File: src/common/ufc_defines.vh
// constants for the usb function fifo control block
`ifndef UFC_DEFINES_VH
`define UFC_DEFINES_VH
`define UFC_IDX_W      2
`define UFC_IDX_NONE   2'h0
`define UFC_IDX_ONE    2'h1
`define UFC_IDX_TWO    2'h3
`define UFC_IDX_SECOND 2'h2
`define UFC_HS_NONE    2'h0
`define UFC_HS_ACK     2'h1
`define UFC_HS_NAK     2'h2
`define UFC_HS_STALL   2'h3
`define UFC_DATA_W     8
`define UFC_DEPTH      16
`endif

File: src/rtl/ufc_fifo.v
// parameterised valid/ready fifo with flush and empty/full tracking
`timescale 1ns/1ns
module ufc_fifo #(
  parameter WIDTH = 8,
  parameter DEPTH = 16,
  parameter AW    = 4
) (
  input  wire             clk,
  input  wire             rst_n,
  input  wire             flush,
  input  wire [WIDTH-1:0] inData,
  input  wire             inValid,
  output wire             inReady,
  output wire [WIDTH-1:0] outData,
  output wire             outValid,
  input  wire             outReady,
  output wire [AW:0]      level
);
  // ****************************************************
  // storage and pointers
  // ****************************************************
  reg [WIDTH-1:0] mem [0:DEPTH-1]; // data words
  reg [AW:0]      wrPtr_q;          // write pointer with wrap bit
  reg [AW:0]      rdPtr_q;          // read pointer with wrap bit
  wire            doWr;             // accepted write
  wire            doRd;             // accepted read
  assign level    = wrPtr_q - rdPtr_q;
  assign inReady  = (level != DEPTH[AW:0]);
  assign outValid = (level != {(AW+1){1'b0}});
  assign outData  = mem[rdPtr_q[AW-1:0]];
  assign doWr     = inValid & inReady & ~flush;
  assign doRd     = outValid & outReady & ~flush;
  // write side: store word
  always @(posedge clk) begin
    if (doWr) begin
      mem[wrPtr_q[AW-1:0]] <= inData;
    end
  end
  // pointer update; flush returns both to origin
  always @(posedge clk or negedge rst_n) begin
    if (!rst_n) begin
      wrPtr_q <= {(AW+1){1'b0}};
      rdPtr_q <= {(AW+1){1'b0}};
    end else if (flush) begin
      wrPtr_q <= {(AW+1){1'b0}};
      rdPtr_q <= {(AW+1){1'b0}};
    end else begin
      if (doWr) begin
        wrPtr_q <= wrPtr_q + 1'b1;
      end
      if (doRd) begin
        rdPtr_q <= rdPtr_q + 1'b1;
      end
    end
  end
endmodule // ufc_fifo

File: src/rtl/ufc_fifo_ctrl.v
// receive/transmit endpoint fifo control with setup and iso handling
`timescale 1ns/1ns
`include "ufc_defines.vh"
module ufc_fifo_ctrl #(
  parameter DATA_W = `UFC_DATA_W,
  parameter DEPTH  = `UFC_DEPTH,
  parameter AW     = 4
) (
  input  wire              clk,
  input  wire              rst_n,
  input  wire              isoMode,
  input  wire              txStallBit,
  input  wire              rxStallBit,
  input  wire              sof,
  input  wire              setupToken,
  input  wire              inToken,
  input  wire              outToken,
  input  wire              hostAck,
  input  wire              rxEndOk,
  input  wire              txEndOk,
  input  wire [DATA_W-1:0] sieRxData,
  input  wire              sieRxValid,
  output wire              sieRxReady,
  output reg  [DATA_W-1:0] sieTxData,
  output reg               sieTxValid,
  input  wire              sieTxTake,
  input  wire              sieTxEmptyReq,
  output reg  [1:0]        handshake,
  input  wire              fwRdStrobe,
  output reg  [DATA_W-1:0] fwRdData,
  input  wire              fwReadComplete,
  input  wire              fwClrDone,
  input  wire              fwClrSetupRcvd,
  input  wire              fwClrRxUnder,
  input  wire              fwClrRxOver,
  input  wire [DATA_W-1:0] fwWrData,
  input  wire              fwWrStrobe,
  input  wire              fwTxCountWr,
  input  wire              fwClrTxOver,
  input  wire              fwClrTxUnder,
  input  wire              fwClrTxFlush,
  output reg               setupOverwriteInProgress_q,
  output reg               setupOverwriteDone_q,
  output reg               setupReceivedFlag_q,
  output reg  [1:0]        receivePacketIndex_q,
  output reg  [1:0]        transmitPacketIndex_q,
  output reg               receiveUnderrunFlag_q,
  output reg               receiveOverrunFlag_q,
  output reg               transmitOverrunFlag_q,
  output reg               transmitUnderrunFlag_q,
  output reg               transmitFlushStatus_q,
  output reg               receiveEmptyFlag_q,
  output reg               receiveFullFlag_q,
  output reg               transmitEmptyFlag_q,
  output reg               transmitFullFlag_q
);
  // ****************************************************
  // receive fifo and locking
  // ****************************************************
  wire [AW:0]       rxLevel;          // bytes held
  wire              rxOutValid;       // rx byte available
  wire [DATA_W-1:0] rxOutData;        // rx head byte
  wire              rxInReady;        // rx room
  wire              rdLocked;         // read pointer locked
  wire              receiveClearBit;  // hardware flush strobe
  wire              rxTake;           // firmware byte accepted
  wire              receive_full_flag;           // rx fifo full now
  reg               rxOverPend_q;     // iso overrun held to sof
  reg               rxPktPend_q;      // iso packet held to sof
  assign rdLocked        = setupOverwriteInProgress_q |
                           setupOverwriteDone_q;
  assign receiveClearBit = setupToken;
  assign rxTake          = fwRdStrobe & rxOutValid & ~rdLocked;
  assign receive_full_flag          = ~rxInReady;
  assign sieRxReady      = rxInReady;

  ufc_fifo #(
    .WIDTH (DATA_W),
    .DEPTH (DEPTH),
    .AW    (AW)
  ) uRxFifo (
    .clk      (clk),
    .rst_n    (rst_n),
    .flush    (receiveClearBit),
    .inData   (sieRxData),
    .inValid  (sieRxValid),
    .inReady  (rxInReady),
    .outData  (rxOutData),
    .outValid (rxOutValid),
    .outReady (rxTake),
    .level    (rxLevel)
  );

  // ****************************************************
  // transmit fifo
  // ****************************************************
  wire [AW:0]       txLevel;    // bytes held
  wire              txOutValid; // tx byte available
  wire [DATA_W-1:0] txOutData;  // tx head byte
  wire              txInReady;  // tx room
  wire              txPop;      // send side pop
  wire              txDrop;     // hardware flush of the whole tx fifo
  reg               txUnderPend_q; // iso underrun held to sof
  reg               txSentPend_q;  // iso send held to sof
  assign txDrop = isoMode & sof &
                  (transmitPacketIndex_q == `UFC_IDX_TWO);
  assign txPop  = sieTxTake & txOutValid;

  ufc_fifo #(
    .WIDTH (DATA_W),
    .DEPTH (DEPTH),
    .AW    (AW)
  ) uTxFifo (
    .clk      (clk),
    .rst_n    (rst_n),
    .flush    (txDrop),
    .inData   (fwWrData),
    .inValid  (fwWrStrobe),
    .inReady  (txInReady),
    .outData  (txOutData),
    .outValid (txOutValid),
    .outReady (txPop),
    .level    (txLevel)
  );
  // tx level kept beside the flags for a later byte-count readback

  // ****************************************************
  // setup overwrite flags
  // ****************************************************
  // in-progress on setup, done after ack; set beats clear
  always @(posedge clk or negedge rst_n) begin
    if (!rst_n) begin
      setupOverwriteInProgress_q <= 1'b0;
      setupOverwriteDone_q       <= 1'b0;
      setupReceivedFlag_q        <= 1'b0;
    end else begin
      if (setupToken) begin
        setupOverwriteInProgress_q <= 1'b1;
        setupReceivedFlag_q        <= 1'b1;
      end else if (setupOverwriteInProgress_q & hostAck) begin
        setupOverwriteInProgress_q <= 1'b0;
      end
      if (setupOverwriteInProgress_q & hostAck & ~setupToken) begin
        setupOverwriteDone_q <= 1'b1;
      end else if (fwClrDone | setupToken) begin
        setupOverwriteDone_q <= 1'b0;
      end
      if (fwClrSetupRcvd & ~setupToken) begin
        setupReceivedFlag_q <= 1'b0;
      end
    end
  end

  // ****************************************************
  // handshake to serial line engine
  // ****************************************************
  // setup always acked; setup-received naks in/out over stall
  always @(posedge clk or negedge rst_n) begin
    if (!rst_n) begin
      handshake <= `UFC_HS_NONE;
    end else if (setupToken) begin
      handshake <= `UFC_HS_ACK;
    end else if ((inToken | outToken) & setupReceivedFlag_q) begin
      handshake <= `UFC_HS_NAK;
    end else if ((inToken & txStallBit) | (outToken & rxStallBit)) begin
      handshake <= `UFC_HS_STALL;
    end else if (outToken & receive_full_flag) begin
      handshake <= `UFC_HS_NAK;
    end else if (inToken | outToken) begin
      handshake <= `UFC_HS_ACK;
    end else begin
      handshake <= `UFC_HS_NONE;
    end
  end

  // ****************************************************
  // receive flags and packet index
  // ****************************************************
  wire rdComplete; // accepted read-complete
  wire rxOverNow;  // sie write into full fifo
  assign rdComplete = fwReadComplete & ~rdLocked;
  assign rxOverNow  = sieRxValid & receive_full_flag;
  // index, underrun, overrun; iso defers usb side to sof
  always @(posedge clk or negedge rst_n) begin
    if (!rst_n) begin
      receivePacketIndex_q  <= `UFC_IDX_NONE;
      receiveUnderrunFlag_q <= 1'b0;
      receiveOverrunFlag_q  <= 1'b0;
      rxOverPend_q          <= 1'b0;
      rxPktPend_q           <= 1'b0;
      fwRdData              <= {DATA_W{1'b0}};
    end else begin
      if (rxTake) begin
        fwRdData <= rxOutData;
      end
      if (fwRdStrobe & ~rxOutValid & ~rdLocked) begin
        receiveUnderrunFlag_q <= 1'b1;
      end else if (fwClrRxUnder) begin
        receiveUnderrunFlag_q <= 1'b0;
      end
      if (isoMode) begin
        rxOverPend_q <= sof ? 1'b0 : (rxOverPend_q | rxOverNow);
        rxPktPend_q  <= sof ? 1'b0 : (rxPktPend_q | rxEndOk);
      end
      if (isoMode ? (sof & (rxOverPend_q | rxOverNow)) : rxOverNow) begin
        receiveOverrunFlag_q <= 1'b1;
      end else if (fwClrRxOver) begin
        receiveOverrunFlag_q <= 1'b0;
      end
      if (receiveClearBit) begin
        receivePacketIndex_q <= `UFC_IDX_NONE;
      end else if (isoMode) begin
        receivePacketIndex_q <= rxIdx(rxIdx(receivePacketIndex_q,
                                  1'b0, rdComplete),
                                  sof & (rxPktPend_q | rxEndOk), 1'b0);
      end else begin
        receivePacketIndex_q <= rxIdx(receivePacketIndex_q,
                                      rxEndOk, rdComplete);
      end
    end
  end

  // next index for one add and/or one remove
  function [1:0] rxIdx;
    input [1:0] cur;
    input       add;
    input       rem;
    begin
      case ({add, rem})
        2'h2: rxIdx = (cur == `UFC_IDX_NONE) ? `UFC_IDX_ONE :
                      `UFC_IDX_TWO;
        2'h1: rxIdx = (cur == `UFC_IDX_TWO) ? `UFC_IDX_SECOND :
                      `UFC_IDX_NONE;
        default: rxIdx = cur;
      endcase
    end
  endfunction

  // ****************************************************
  // transmit flags, rx and tx empty/full flags, and transmit packet index
  // ****************************************************
  // live empty/full, immediate overrun, underrun at sof in iso, immediate otherwise
  always @(posedge clk or negedge rst_n) begin
    if (!rst_n) begin
      transmitPacketIndex_q  <= `UFC_IDX_NONE;
      transmitOverrunFlag_q  <= 1'b0;
      transmitUnderrunFlag_q <= 1'b0;
      transmitFlushStatus_q  <= 1'b0;
      txUnderPend_q          <= 1'b0;
      txSentPend_q           <= 1'b0;
      receiveEmptyFlag_q     <= 1'b1;
      receiveFullFlag_q      <= 1'b0;
      transmitEmptyFlag_q    <= 1'b1;
      transmitFullFlag_q     <= 1'b0;
      sieTxData              <= {DATA_W{1'b0}};
      sieTxValid             <= 1'b0;
    end else begin
      receiveEmptyFlag_q  <= ~rxOutValid;
      receiveFullFlag_q   <= receive_full_flag;
      transmitEmptyFlag_q <= ~txOutValid;
      transmitFullFlag_q  <= ~txInReady;
      // iso send only once a whole packet is indexed
      sieTxValid <= txOutValid & (~isoMode |
                    (transmitPacketIndex_q != `UFC_IDX_NONE));
      sieTxData  <= txOutData;
      if (fwWrStrobe & ~txInReady) begin
        transmitOverrunFlag_q <= 1'b1;
      end else if (fwClrTxOver) begin
        transmitOverrunFlag_q <= 1'b0;
      end
      if (isoMode) begin
        txUnderPend_q <= sof ? 1'b0 : (txUnderPend_q | sieTxEmptyReq);
        txSentPend_q  <= sof ? 1'b0 : (txSentPend_q | txEndOk);
      end
      if (isoMode ? (sof & (txUnderPend_q | sieTxEmptyReq)) :
          sieTxEmptyReq) begin
        transmitUnderrunFlag_q <= 1'b1;
      end else if (fwClrTxUnder) begin
        transmitUnderrunFlag_q <= 1'b0;
      end
      if (txDrop) begin
        transmitFlushStatus_q <= 1'b1;
        transmitPacketIndex_q <= `UFC_IDX_ONE;
      end else begin
        if (fwClrTxFlush) begin
          transmitFlushStatus_q <= 1'b0;
        end
        if (isoMode) begin
          transmitPacketIndex_q <= rxIdx(rxIdx(transmitPacketIndex_q,
                                   fwTxCountWr, 1'b0),
                                   1'b0, sof & (txSentPend_q | txEndOk));
        end else begin
          transmitPacketIndex_q <= rxIdx(transmitPacketIndex_q,
                                         fwTxCountWr, txEndOk);
        end
      end
    end
  end
  // no completion interrupt output exists; sof paces iso
endmodule // ufc_fifo_ctrl

File: config.mk
export PLATFORM = sky130hd
export DESIGN_NAME = ufc_fifo_ctrl
export DESIGN_NICKNAME = d
export VERILOG_FILES = /design/src/rtl/ufc_fifo.v /design/src/rtl/ufc_fifo_ctrl.v
export VERILOG_INCLUDE_DIRS = /design/src /design/src/common
export SDC_FILE = /design/constraint.sdc
export NUM_CORES = 1
export LEC_CHECK = 0
export BUFFER_PORTS_ARGS = -buffer_cell sky130_fd_sc_hd__buf_2
export CAP_MARGIN = 15
export CORE_MARGIN = 2
export CORE_UTILIZATION = 25
export CTS_BUF_LIST = sky130_fd_sc_hd__clkbuf_4
export CTS_CLUSTER_SIZE = 12
export DETAILED_ROUTE_END_ITERATION = 16
export GPL_ROUTABILITY_DRIVEN = 0
export PLACE_DENSITY = 0.47
export SKIP_CTS_REPAIR_TIMING = 1
export SYNTH_ARGS = -nofsm -noshare
export SYNTH_HDL_FRONTEND = slang
export SYNTH_SLANG_ARGS = --single-unit
File: constraint.sdc
create_clock -name clk -period 5.1 [get_ports clk]
set_clock_uncertainty 0.1 [all_clocks]
set_input_delay 0.255 -clock clk [delete_from_list [all_inputs] [get_ports clk]]
set_output_delay 0.255 -clock clk [all_outputs]
set_load 0.05 [all_outputs]
# --- After elaboration in Yosys (flattened, before gate mapping) ---
# Memory sizes are Yosys's and may differ from the RTL's. A register that Yosys moved wholly into a read port is not among the register bits.
# Index checks and enable logic that the tools add are counted.
word_totals:
  register_bits: 43
  latch_bits: 0
  mem_bits_rw: 256
  mem_bits_ro: 0
  inputBits: 42
  out_inout_bits: 36
  word_cells: 169
  mem_count: 2
memory_table:
  columns: ["memory", "depth", "width", "read_ports", "rd_clocked_by_memory_dff", "write_ports", "line", "rtl"]
  rows:
  - ["uRxFifo.mem", 16, 8, 1, 1, 1, "ufc_fifo.v:22", "reg [WIDTH-1:0] mem [0:DEPTH-1];"]
  - ["uTxFifo.mem", 16, 8, 1, 1, 1, "ufc_fifo.v:22", null]
classes:
  addsub: 6
  multipliers: 0
  div: 0
  magnitude_cmp: 0
  eq_ne: 9
  shift: 0
  n_mux: 59
  bitwise_logic: 47
  n_reduce_logical: 22
op_table:
  columns: ["operator", "count"]
  rows:
  - ["two-way mux 2 bit", 22]
  - ["two-way mux 5 bit", 8]
  - ["AND 1 bit", 30]
  - ["two-way mux 1 bit", 27]
  - ["nonzero test 2 bit", 13]
  - ["adder 5 x 1 -> 5 bit (second input constant)", 4]
  - ["== test 2 bit (second input constant)", 5]
  - ["!= test 5 bit (second input constant)", 2]
  - ["nonzero test 5 bit", 2]
  - ["subtractor 5 bit", 2]
  - ["OR 1 bit", 9]
  - ["NOT 1 bit", 8]
  - ["case mux 2 bit (2 select lines)", 2]
  - ["nonzero test 4 bit", 2]
  - ["zero test 2 bit", 3]
  - ["== test 2 x 1 -> 1 bit (second input constant)", 2]
  - ["zero test 1 bit", 2]

# --- Longest topological paths before layout ---
# Gate-level depths: netlist of run 1.
depth:
  depth_word: 11
  ltp_mapped: 11

# --- Cells and area by module ---
# Synthesis of run 1 repeated with hierarchy kept, for this count alone.
hier_totals:
  cells_unflattened: 727
  area_unflattened_um2: 13128.8
by_module_without_submodules:
  columns: ["module", "instances", "cells_each", "area_each_um2", "seq_area_each_um2"]
  rows:
  - ["ufc_fifo", 2, 296, 5768.0, 4093.9]
  - ["ufc_fifo_ctrl", 1, 135, 1592.8, 978.4]

# --- Least setup slack after synthesis of run 1 ---
# OpenSTA, ideal clock, no wires.
synth_timing:
  kind: "register -> register"
  from: "register uRxFifo.rdPtr_q[2]"
  to: "memory uRxFifo.mem[12][0] (enable)"
  t_arrival_ns: 3.092
  slack_ns: 1.538
  path_stages_with_launch: 12
  n_path_buf: 3
  period_less_slack_ns: 3.562
  cell_sequence: "dfrtp_1 buf_2 buf_1 clkinv_1 ha_1 o21a_1 o31a_1 o21ai_2 a21boi_2 or3b_2 buf_2 nor2_1"
synth_via:
  elab_chain_cells: 6
synth_rtl:
  columns: ["element", "line", "rtl"]
  rows:
  - ["start: declaration", "ufc_fifo.v:24", "reg [AW:0] rdPtr_q;"]
  - ["start signal: assignment", "ufc_fifo.v:43", "rdPtr_q <= {(AW+1){1'b0}};"]
  - ["start signal: assignment", "ufc_fifo.v:46", "rdPtr_q <= {(AW+1){1'b0}};"]
  - ["start signal: assignment", "ufc_fifo.v:52", "rdPtr_q <= rdPtr_q + 1'b1;"]
  - ["subtractor 5 bit", "ufc_fifo.v:27", "assign level = wrPtr_q - rdPtr_q;"]
  - ["!= test 5 bit", "ufc_fifo.v:28", "assign inReady = (level != DEPTH[AW:0]);"]
  - ["AND 1 bit (2 in a row)", "ufc_fifo.v:31", "assign doWr = inValid & inReady & ~flush;"]
  - ["two-way mux 1 bit", "ufc_fifo.v:35", "if (doWr) begin"]
  - ["two-way mux 1 bit (not written as such)", "ufc_fifo.v:36", "mem[wrPtr_q[AW-1:0]] <= inData;"]
  - ["end: declaration", "ufc_fifo.v:22", null]
# No other way between the ends.

# --- Final worst setup path of run 1 ---
layout_timing:
  from: "register uRxFifo.rdPtr_q[1]"
  to: "output sieRxReady"
layout_via:
  elab_chain_cells: 2
layout_rtl:
  columns: ["element", "line", "rtl"]
  rows:
  - ["subtractor 5 bit", "ufc_fifo.v:27", null]
  - ["!= test 5 bit", "ufc_fifo.v:28", null]
  - ["end: declaration", "ufc_fifo_ctrl.v:23", "output wire sieRxReady,"]
# No other way between the ends.

==> reports/qor.csv, run 1 <==
stage;metric;value;unit
status;status;completed;
layout;# fillers;5033;
clock_network;CTS Buffer Depth;3;
pwr;Combinational Power Share;0.260;
clock_network;Root Buffer Master;clkbuf_4;
logic_synthesis;syn avg cell area;17.53;µm²
placed_design;# port buffers;77;
logic_synthesis;synthesized area;0.01292;mm²
floorplan;row cnt;83;
logic_synthesis;Yosys Warn Count;0;
route;DR WL/cell;19.73;µm
setup_path;CP required;4.74;ns
route;via/cell ratio;4.390;
global_routing;first-pass GRT wire length;48.08;mm
global_routing;largest net degree at the start of global routing;60;
floorplan;Die H;231.3;µm
logic_synthesis;EDFF count, synth;256;
timing;Max transition margin;0.3634;
global_routing;initial antenna violation count;2;
setup_path;Critical R2R Launch;uRxFifo.rdPtr_q[1];
layout;multi-input combinational cell area;0.003506;mm²
route;DRT iter0 DRCs;549;
setup_path;Crit. End Element;primary output;
logic_synthesis;Net Count, Synth;799;
timing;hold_ws;0.01318;ns
min_path;hold_sp;fwRdStrobe;
clock_network;Worst-path clk slew;0.07;ns
route;total wire length;33.01;mm
timing;Max Fclk;242.3;MHz
layout;# nets final;992;
clock_network;CTS Buf Count;85;
route;routed vias;7344;
logic_synthesis;#FFs+latches synth;315;
timing;Final Critical Period;4.128;ns
logic_synthesis;Distinct cells, synth;59;
min_path;Hold EP;uRxFifo.rdPtr_q[0];
global_routing;total track usage;0.1235;
floorplan;I/O Pins;78;
logic_synthesis;Synth Instances;737;
setup_path;flop2flop setup slack;1.12;ns
logic_synthesis;synth top area cells;edfxtp_1, mux4_2, dfrtp_1;
pwr;clock share of power;0.315;
pwr;sequential power share;0.425;
timing;Final TNS setup;0;ns
route;drt pass-1 iters;5;
logic_synthesis;Seq/Total Area, Yosys;0.7095;
clock_network;clock sink count;315;
setup_path;crit start category;flop;
layout;layout cells sized above 1;0.3152;
layout;Syn-to-layout area delta;21.69;%
layout;final core utilization;0.3070;
timing;max-slew violations;0;
timing;endpoints failing setup;0;
placed_design;Post-Place Worst Slack;1.206;ns
layout;register area;0.009169;mm²
logic_synthesis;Yosys top cell by area;edfxtp_1;
timing;worst slew pin tran;0.9550;ns
clock_network;Clock Latency Late Sink;0.79;ns
min_path;hold path depth;5;
placed_design;hpwl dp;21.34;mm
pwr;Pwr Density;471.0;mW/mm²
logic_synthesis;FFs w/ async S/R, synth;0.1873;
pwr;Psw;2.373;mW
pwr;Max IR drop VDD;170.4;µV
logic_synthesis;ys flop type;edfxtp_1;
pwr;Leakage;5.559;nW
setup_path;Reg2Reg Depth;10;
pwr;Pint;5.032;mW
global_routing;vias in the first global route;7272;
floorplan;DIE AREA;0.05351;mm²
setup_path;Setup CP Type;flop to primary output;
setup_path;worst r2r dst;handshake[0];
pwr;Net Sw Frac;0.3205;
route;drt drc;0;
timing;RSZ-0062 raised after global routing;false;
min_path;worst min path class;input pin to flop;
setup_path;crit path max fanout;28;
timing;final hold violations;0;
logic_synthesis;Synth top area share;0.5951;
clock_network;TritonCTS clock tree;done;
floorplan;die extent in x;231.3;µm
clock_network;H-tree levels;3;
floorplan;CORE AREA;0.05120;mm²
flow_run;# Max-Cap Violations;0;
global_routing;grt total ovfl;0;
timing;final worst path period share;0.8093;
timing;final setup margin;0.9724;ns
floorplan;initial core utilization;0.2523;
setup_path;crit path DAT;3.77;ns
route;Routed Antenna Nets;0;
[power by group through the flow]
stage | Combinational [mW] | Sequential [mW] | Clock (mW)
after detailed placement | 1.91 | 3.20 | 0
after CTS | 1.92 | 3.15 | 2.42
final | 1.93 | 3.15 | 2.33
after global routing | 2.07 | 3.17 | 2.56
after global placement | 1.91 | 3.20 | 0
after floorplan | 1.03 | 3.49 | 0
[metal layers]
layer | share of wire | GRT usage
met1 | 0.45 | 0.1645
met2 | 0.48 | 0.1913
met3 | 0.049 | 0.03273
met4 | 0.022 | 0.04940
met5 | 0 | 0
[cell families (layout without fill, tap and decap cells)]
kind of cell,count (synthesis),after routing,synth area share
compound gates,79,79,0.04174
xor+xnor,10,10,0.006780
other cells,0,3,0
simple gates,167,167,0.06450
buf+inv,58,311,0.01908
flops,315,315,0.7095
fa+ha+maj,20,20,0.01937
mux,88,88,0.1390
[cells in the final DEF (no fill, tap or decap), drive strengths merged, types with 6 or more instances in the layout]
cell type      n
and2          15
dfrtp         57
and3           8
mux2          11
ha            20
nand2         55
nor2b          9
edfxtp       256
a31oi         12
inv           26
a21oi         22
xnor2          8
dlygate4sd3   54
o21ai         16
or3            6
nand4          6
a21o           6
buf           83
clkbuf       119
clkinv        25
nor2          42
mux4          72
[cell usage after synthesis, types with 4 or more instances]
cell type and instances:
a31oi_1 11, edfxtp_1 256, and4_1 5, nand2b_1 5, and2_1 15, nand3_1 4
buf_2 8, inv_1 24, mux2i_1 5, xnor2_1 8, mux2_2 9, o21ai_0 15
ha_1 20, nand2_1 55, clkbuf_1 14, a21o_1 6, buf_1 5, a21oi_1 22
nand4_1 6, or3_1 5, nor2b_1 9, nor2_1 42, nor3_1 5, mux4_2 72
dfrtp_1 57, and3_1 8
[registers in the layout, indices dropped and copies added, names as in the netlist, 2 cells and up]
name and flops:
sieTxData 8, transmitPacketIndex_q 2, uTxFifo.mem 128, uTxFifo.rdPtr_q 5, uRxFifo.rdPtr_q 5, handshake 2, uRxFifo.mem 128, uTxFifo.wrPtr_q 5
receivePacketIndex_q 2, fwRdData 8, uRxFifo.wrPtr_q 5
[layout make-up]
type                            instances  area share
Clock inverter                         28     0.01393
Clock buffer                          119     0.05683
Sequential cell                       315      0.5833
Antenna cell                            3   0.0004776
Timing Repair Buffer                  137     0.06192
Inverter                               27    0.006447
Tap cell                              680     0.05412
Multi-Input combinational cell        364      0.2230
[worst max-delay path by stage]
stage	endpoint	slack, ns	depth (start not counted)	startpoint
floorplan	uRxFifo.mem[12][0]	1.54	11	uRxFifo.rdPtr_q[2]
global placement	uRxFifo.mem[14][6]	1.30	9	uRxFifo.rdPtr_q[2]
detailed placement	uRxFifo.mem[6][0]	1.21	9	uRxFifo.rdPtr_q[1]
CTS	sieRxReady	0.89	9	uRxFifo.rdPtr_q[1]
global route	sieRxReady	0.64	9	uRxFifo.rdPtr_q[2]
finish	sieRxReady	0.97	9	uRxFifo.rdPtr_q[1]
[critical path: stages, from the launching register on]
cell      delay [ns]
dfrtp_1         0.32
buf_4           0.31
clkinv_1        0.31
ha_1            0.38
nor2b_1         0.15
o31a_1          0.28
or3_4           0.41
a21boi_2        0.51
inv_1           0.08
buf_2           0.23
[per-stage QoR]
stage	instance area, µm²	std cells	power (mW)
after detailed placement	14060	1469	5.106
after global placement	14060	1469	5.109
after floorplan	12920	737	4.520
final	15720	1673	7.404
after CTS	15170	1616	7.485
after global routing	15720	1673	7.796
(Power assumes the default switching activity.)
==> run 2, diff against run 1 <==
==> constraint.sdc (replaced) <==
create_clock -name clk -period 3.8 [get_ports clk]
set_clock_uncertainty 0.1 [all_clocks]
set_input_delay 0.19 -clock clk [delete_from_list [all_inputs] [get_ports clk]]
set_output_delay 0.19 -clock clk [all_outputs]
set_load 0.05 [all_outputs]
==> run 2 against run 1 <==
Compared with the run above:
- the run now ends with hold timing left
- combinational power is 36% higher
- die area stayed put
- register-to-register slack worse by 0.57 ns
- critical path type unchanged
- power is 32% higher
- design area is 0.90% higher
- sequential cell count stayed put
- non-clock buffer count is 19 higher
- count of clock-buffer cells in the layout is 6 higher
- clock power is 27% higher
==> reports/qor.csv, run 2 (synthesis results as in run 1) <==
stage;metric;value;unit
global_routing;grt total ovfl;0;
timing;final setup margin;0.5244;ns
floorplan;row cnt;83;
floorplan;initial core utilization;0.2523;
setup_path;Reg2Reg Depth;7;
floorplan;die extent in x;231.3;µm
route;Routed Antenna Nets;0;
layout;# nets final;1013;
layout;most frequent cells in the layout;edfxtp_1, clkbuf_4, buf_2;
pwr;Max IR drop VDD;279.0;µV
timing;hold_ws;-0.01328;ns
clock_network;clock sink count;315;
route;via/cell ratio;4.305;
setup_path;crit path DAT;2.99;ns
min_path;worst min path class;input pin to asynchronous set/reset pin;
layout;final core utilization;0.3098;
global_routing;vias in the first global route;7302;
layout;Syn-to-layout area delta;22.78;%
setup_path;crit path max fanout;15;
clock_network;Clock Latency Late Sink;0.79;ns
placed_design;# port buffers;77;
layout;# fillers;5088;
pwr;Pwr Density;617.1;mW/mm²
timing;Max transition margin;0.3920;
route;drt drc;0;
placed_design;placed cells;1488;
placed_design;Post-Place Worst Slack;0.6256;ns
status;status;finished with violations;
route;total wire length;31.78;mm
route;drt pass-1 iters;4;
setup_path;CP required;3.51;ns
route;DRT iter0 DRCs;407;
timing;Max Fclk;305.3;MHz
floorplan;CORE AREA;0.05120;mm²
layout;layout cells sized above 1;0.3301;
floorplan;I/O Pins;78;
floorplan;Die H;231.3;µm
layout;commonest non-fill, non-tap cell in the layout;edfxtp_1;
layout;Non-Filler Instances;1708;
timing;Final Critical Period;3.276;ns
clock_network;Worst-path clk slew;0.06;ns
global_routing;total track usage;0.1187;
placed_design;hpwl dp;20.11;mm
global_routing;largest net degree at the start of global routing;60;
timing;endpoints failing setup;0;
timing;Final TNS setup;0;ns
global_routing;initial antenna violation count;3;
clock_network;CTS Buffer Depth;3;
setup_path;Setup CP Type;flop to primary output;
timing;max-slew violations;0;
clock_network;H-tree levels;3;
clock_network;CTS Buf Count;87;
setup_path;crit start category;flop;
route;routed vias;7353;
flow_run;# Max-Cap Violations;0;
timing;worst slew pin tran;0.9120;ns
route;DR WL/cell;18.61;µm
timing;final hold violations;4;
status;failing checks;hold timing;
setup_path;Crit. End Element;primary output;
floorplan;DIE AREA;0.05351;mm²
timing;final worst path period share;0.8620;
clock_network;Root Buffer Master;clkbuf_4;
clock_network;TritonCTS clock tree;done;
timing;RSZ-0062 raised after global routing;false;
pwr;Leakage;5.649;nW
global_routing;first-pass GRT wire length;46.55;mm
## run 2: cell count changes in the layout (fill, tap and decap cells not counted), sizes merged
cell      previous run  this run
bufinv               4         0
clkinvlp             0         2
clkbuf             119       125
diode                3         4
buf                 83       102
clkinv              25        36
## run 2: worst max-delay path: stages (launching register included)
cell	delay [ns]
dfrtp_1	0.44
ha_1	0.31
nor2b_1	0.15
o31a_1	0.28
or3_4	0.41
a21boi_2	0.15
buf_4	0.21
inv_1	0.05
buf_2	0.20
## run 2: cell type report
type / instances / area [µm²] / share of cell area
Antenna cell: 4 / 10.01 / 0.0006311
Clock buffer: 125 / 938.4 / 0.05916
Clock inverter: 37 / 170.2 / 0.01073
Inverter: 27 / 101.3 / 0.006389
Multi-Input combinational cell: 364 / 3506 / 0.2210
Sequential cell: 315 / 9169 / 0.5781
Tap cell: 680 / 850.8 / 0.05364
Timing Repair Buffer: 156 / 1116 / 0.07036
## run 2: worst paths after layout
check	to	startpoint	slack, ns
setup reg to reg	uRxFifo.mem[11][1]	uRxFifo.wrPtr_q[1]	0.55
min in group clk	setupOverwriteDone_q	fwClrDone	0.18
hold reg to reg	fwRdData[2]	fwRdData[2]	0.41
hold / removal	sieTxData[4]	rst_n	-0.01
max in group asynchronous	uTxFifo.rdPtr_q[0]	rst_n	2.95
setup / recovery	sieRxReady	uRxFifo.wrPtr_q[1]	0.52
## run 2: through the flow
stage	instance area [µm²]	power, mW
after global placement	14200	6.872
after CTS	15310	9.918
after floorplan	12920	6.067
after detailed placement	14200	6.868
final	15860	9.787
after global routing	15860	10.32
## run 2: power by group
group	switching (mW)	leakage, nW	internal [mW]
sequential	0.145	3.04	4.06
combinational	1.63	1.95	0.994
clock	1.43	0.657	1.53
## run 2: per-layer routing
metal	wire length (µm)	part of all wire	track usage
met1	14370	0.45	0.1586
met2	15060	0.47	0.1822
met3	1664	0.052	0.02977
met5	0	0	0
met4	690	0.022	0.05343
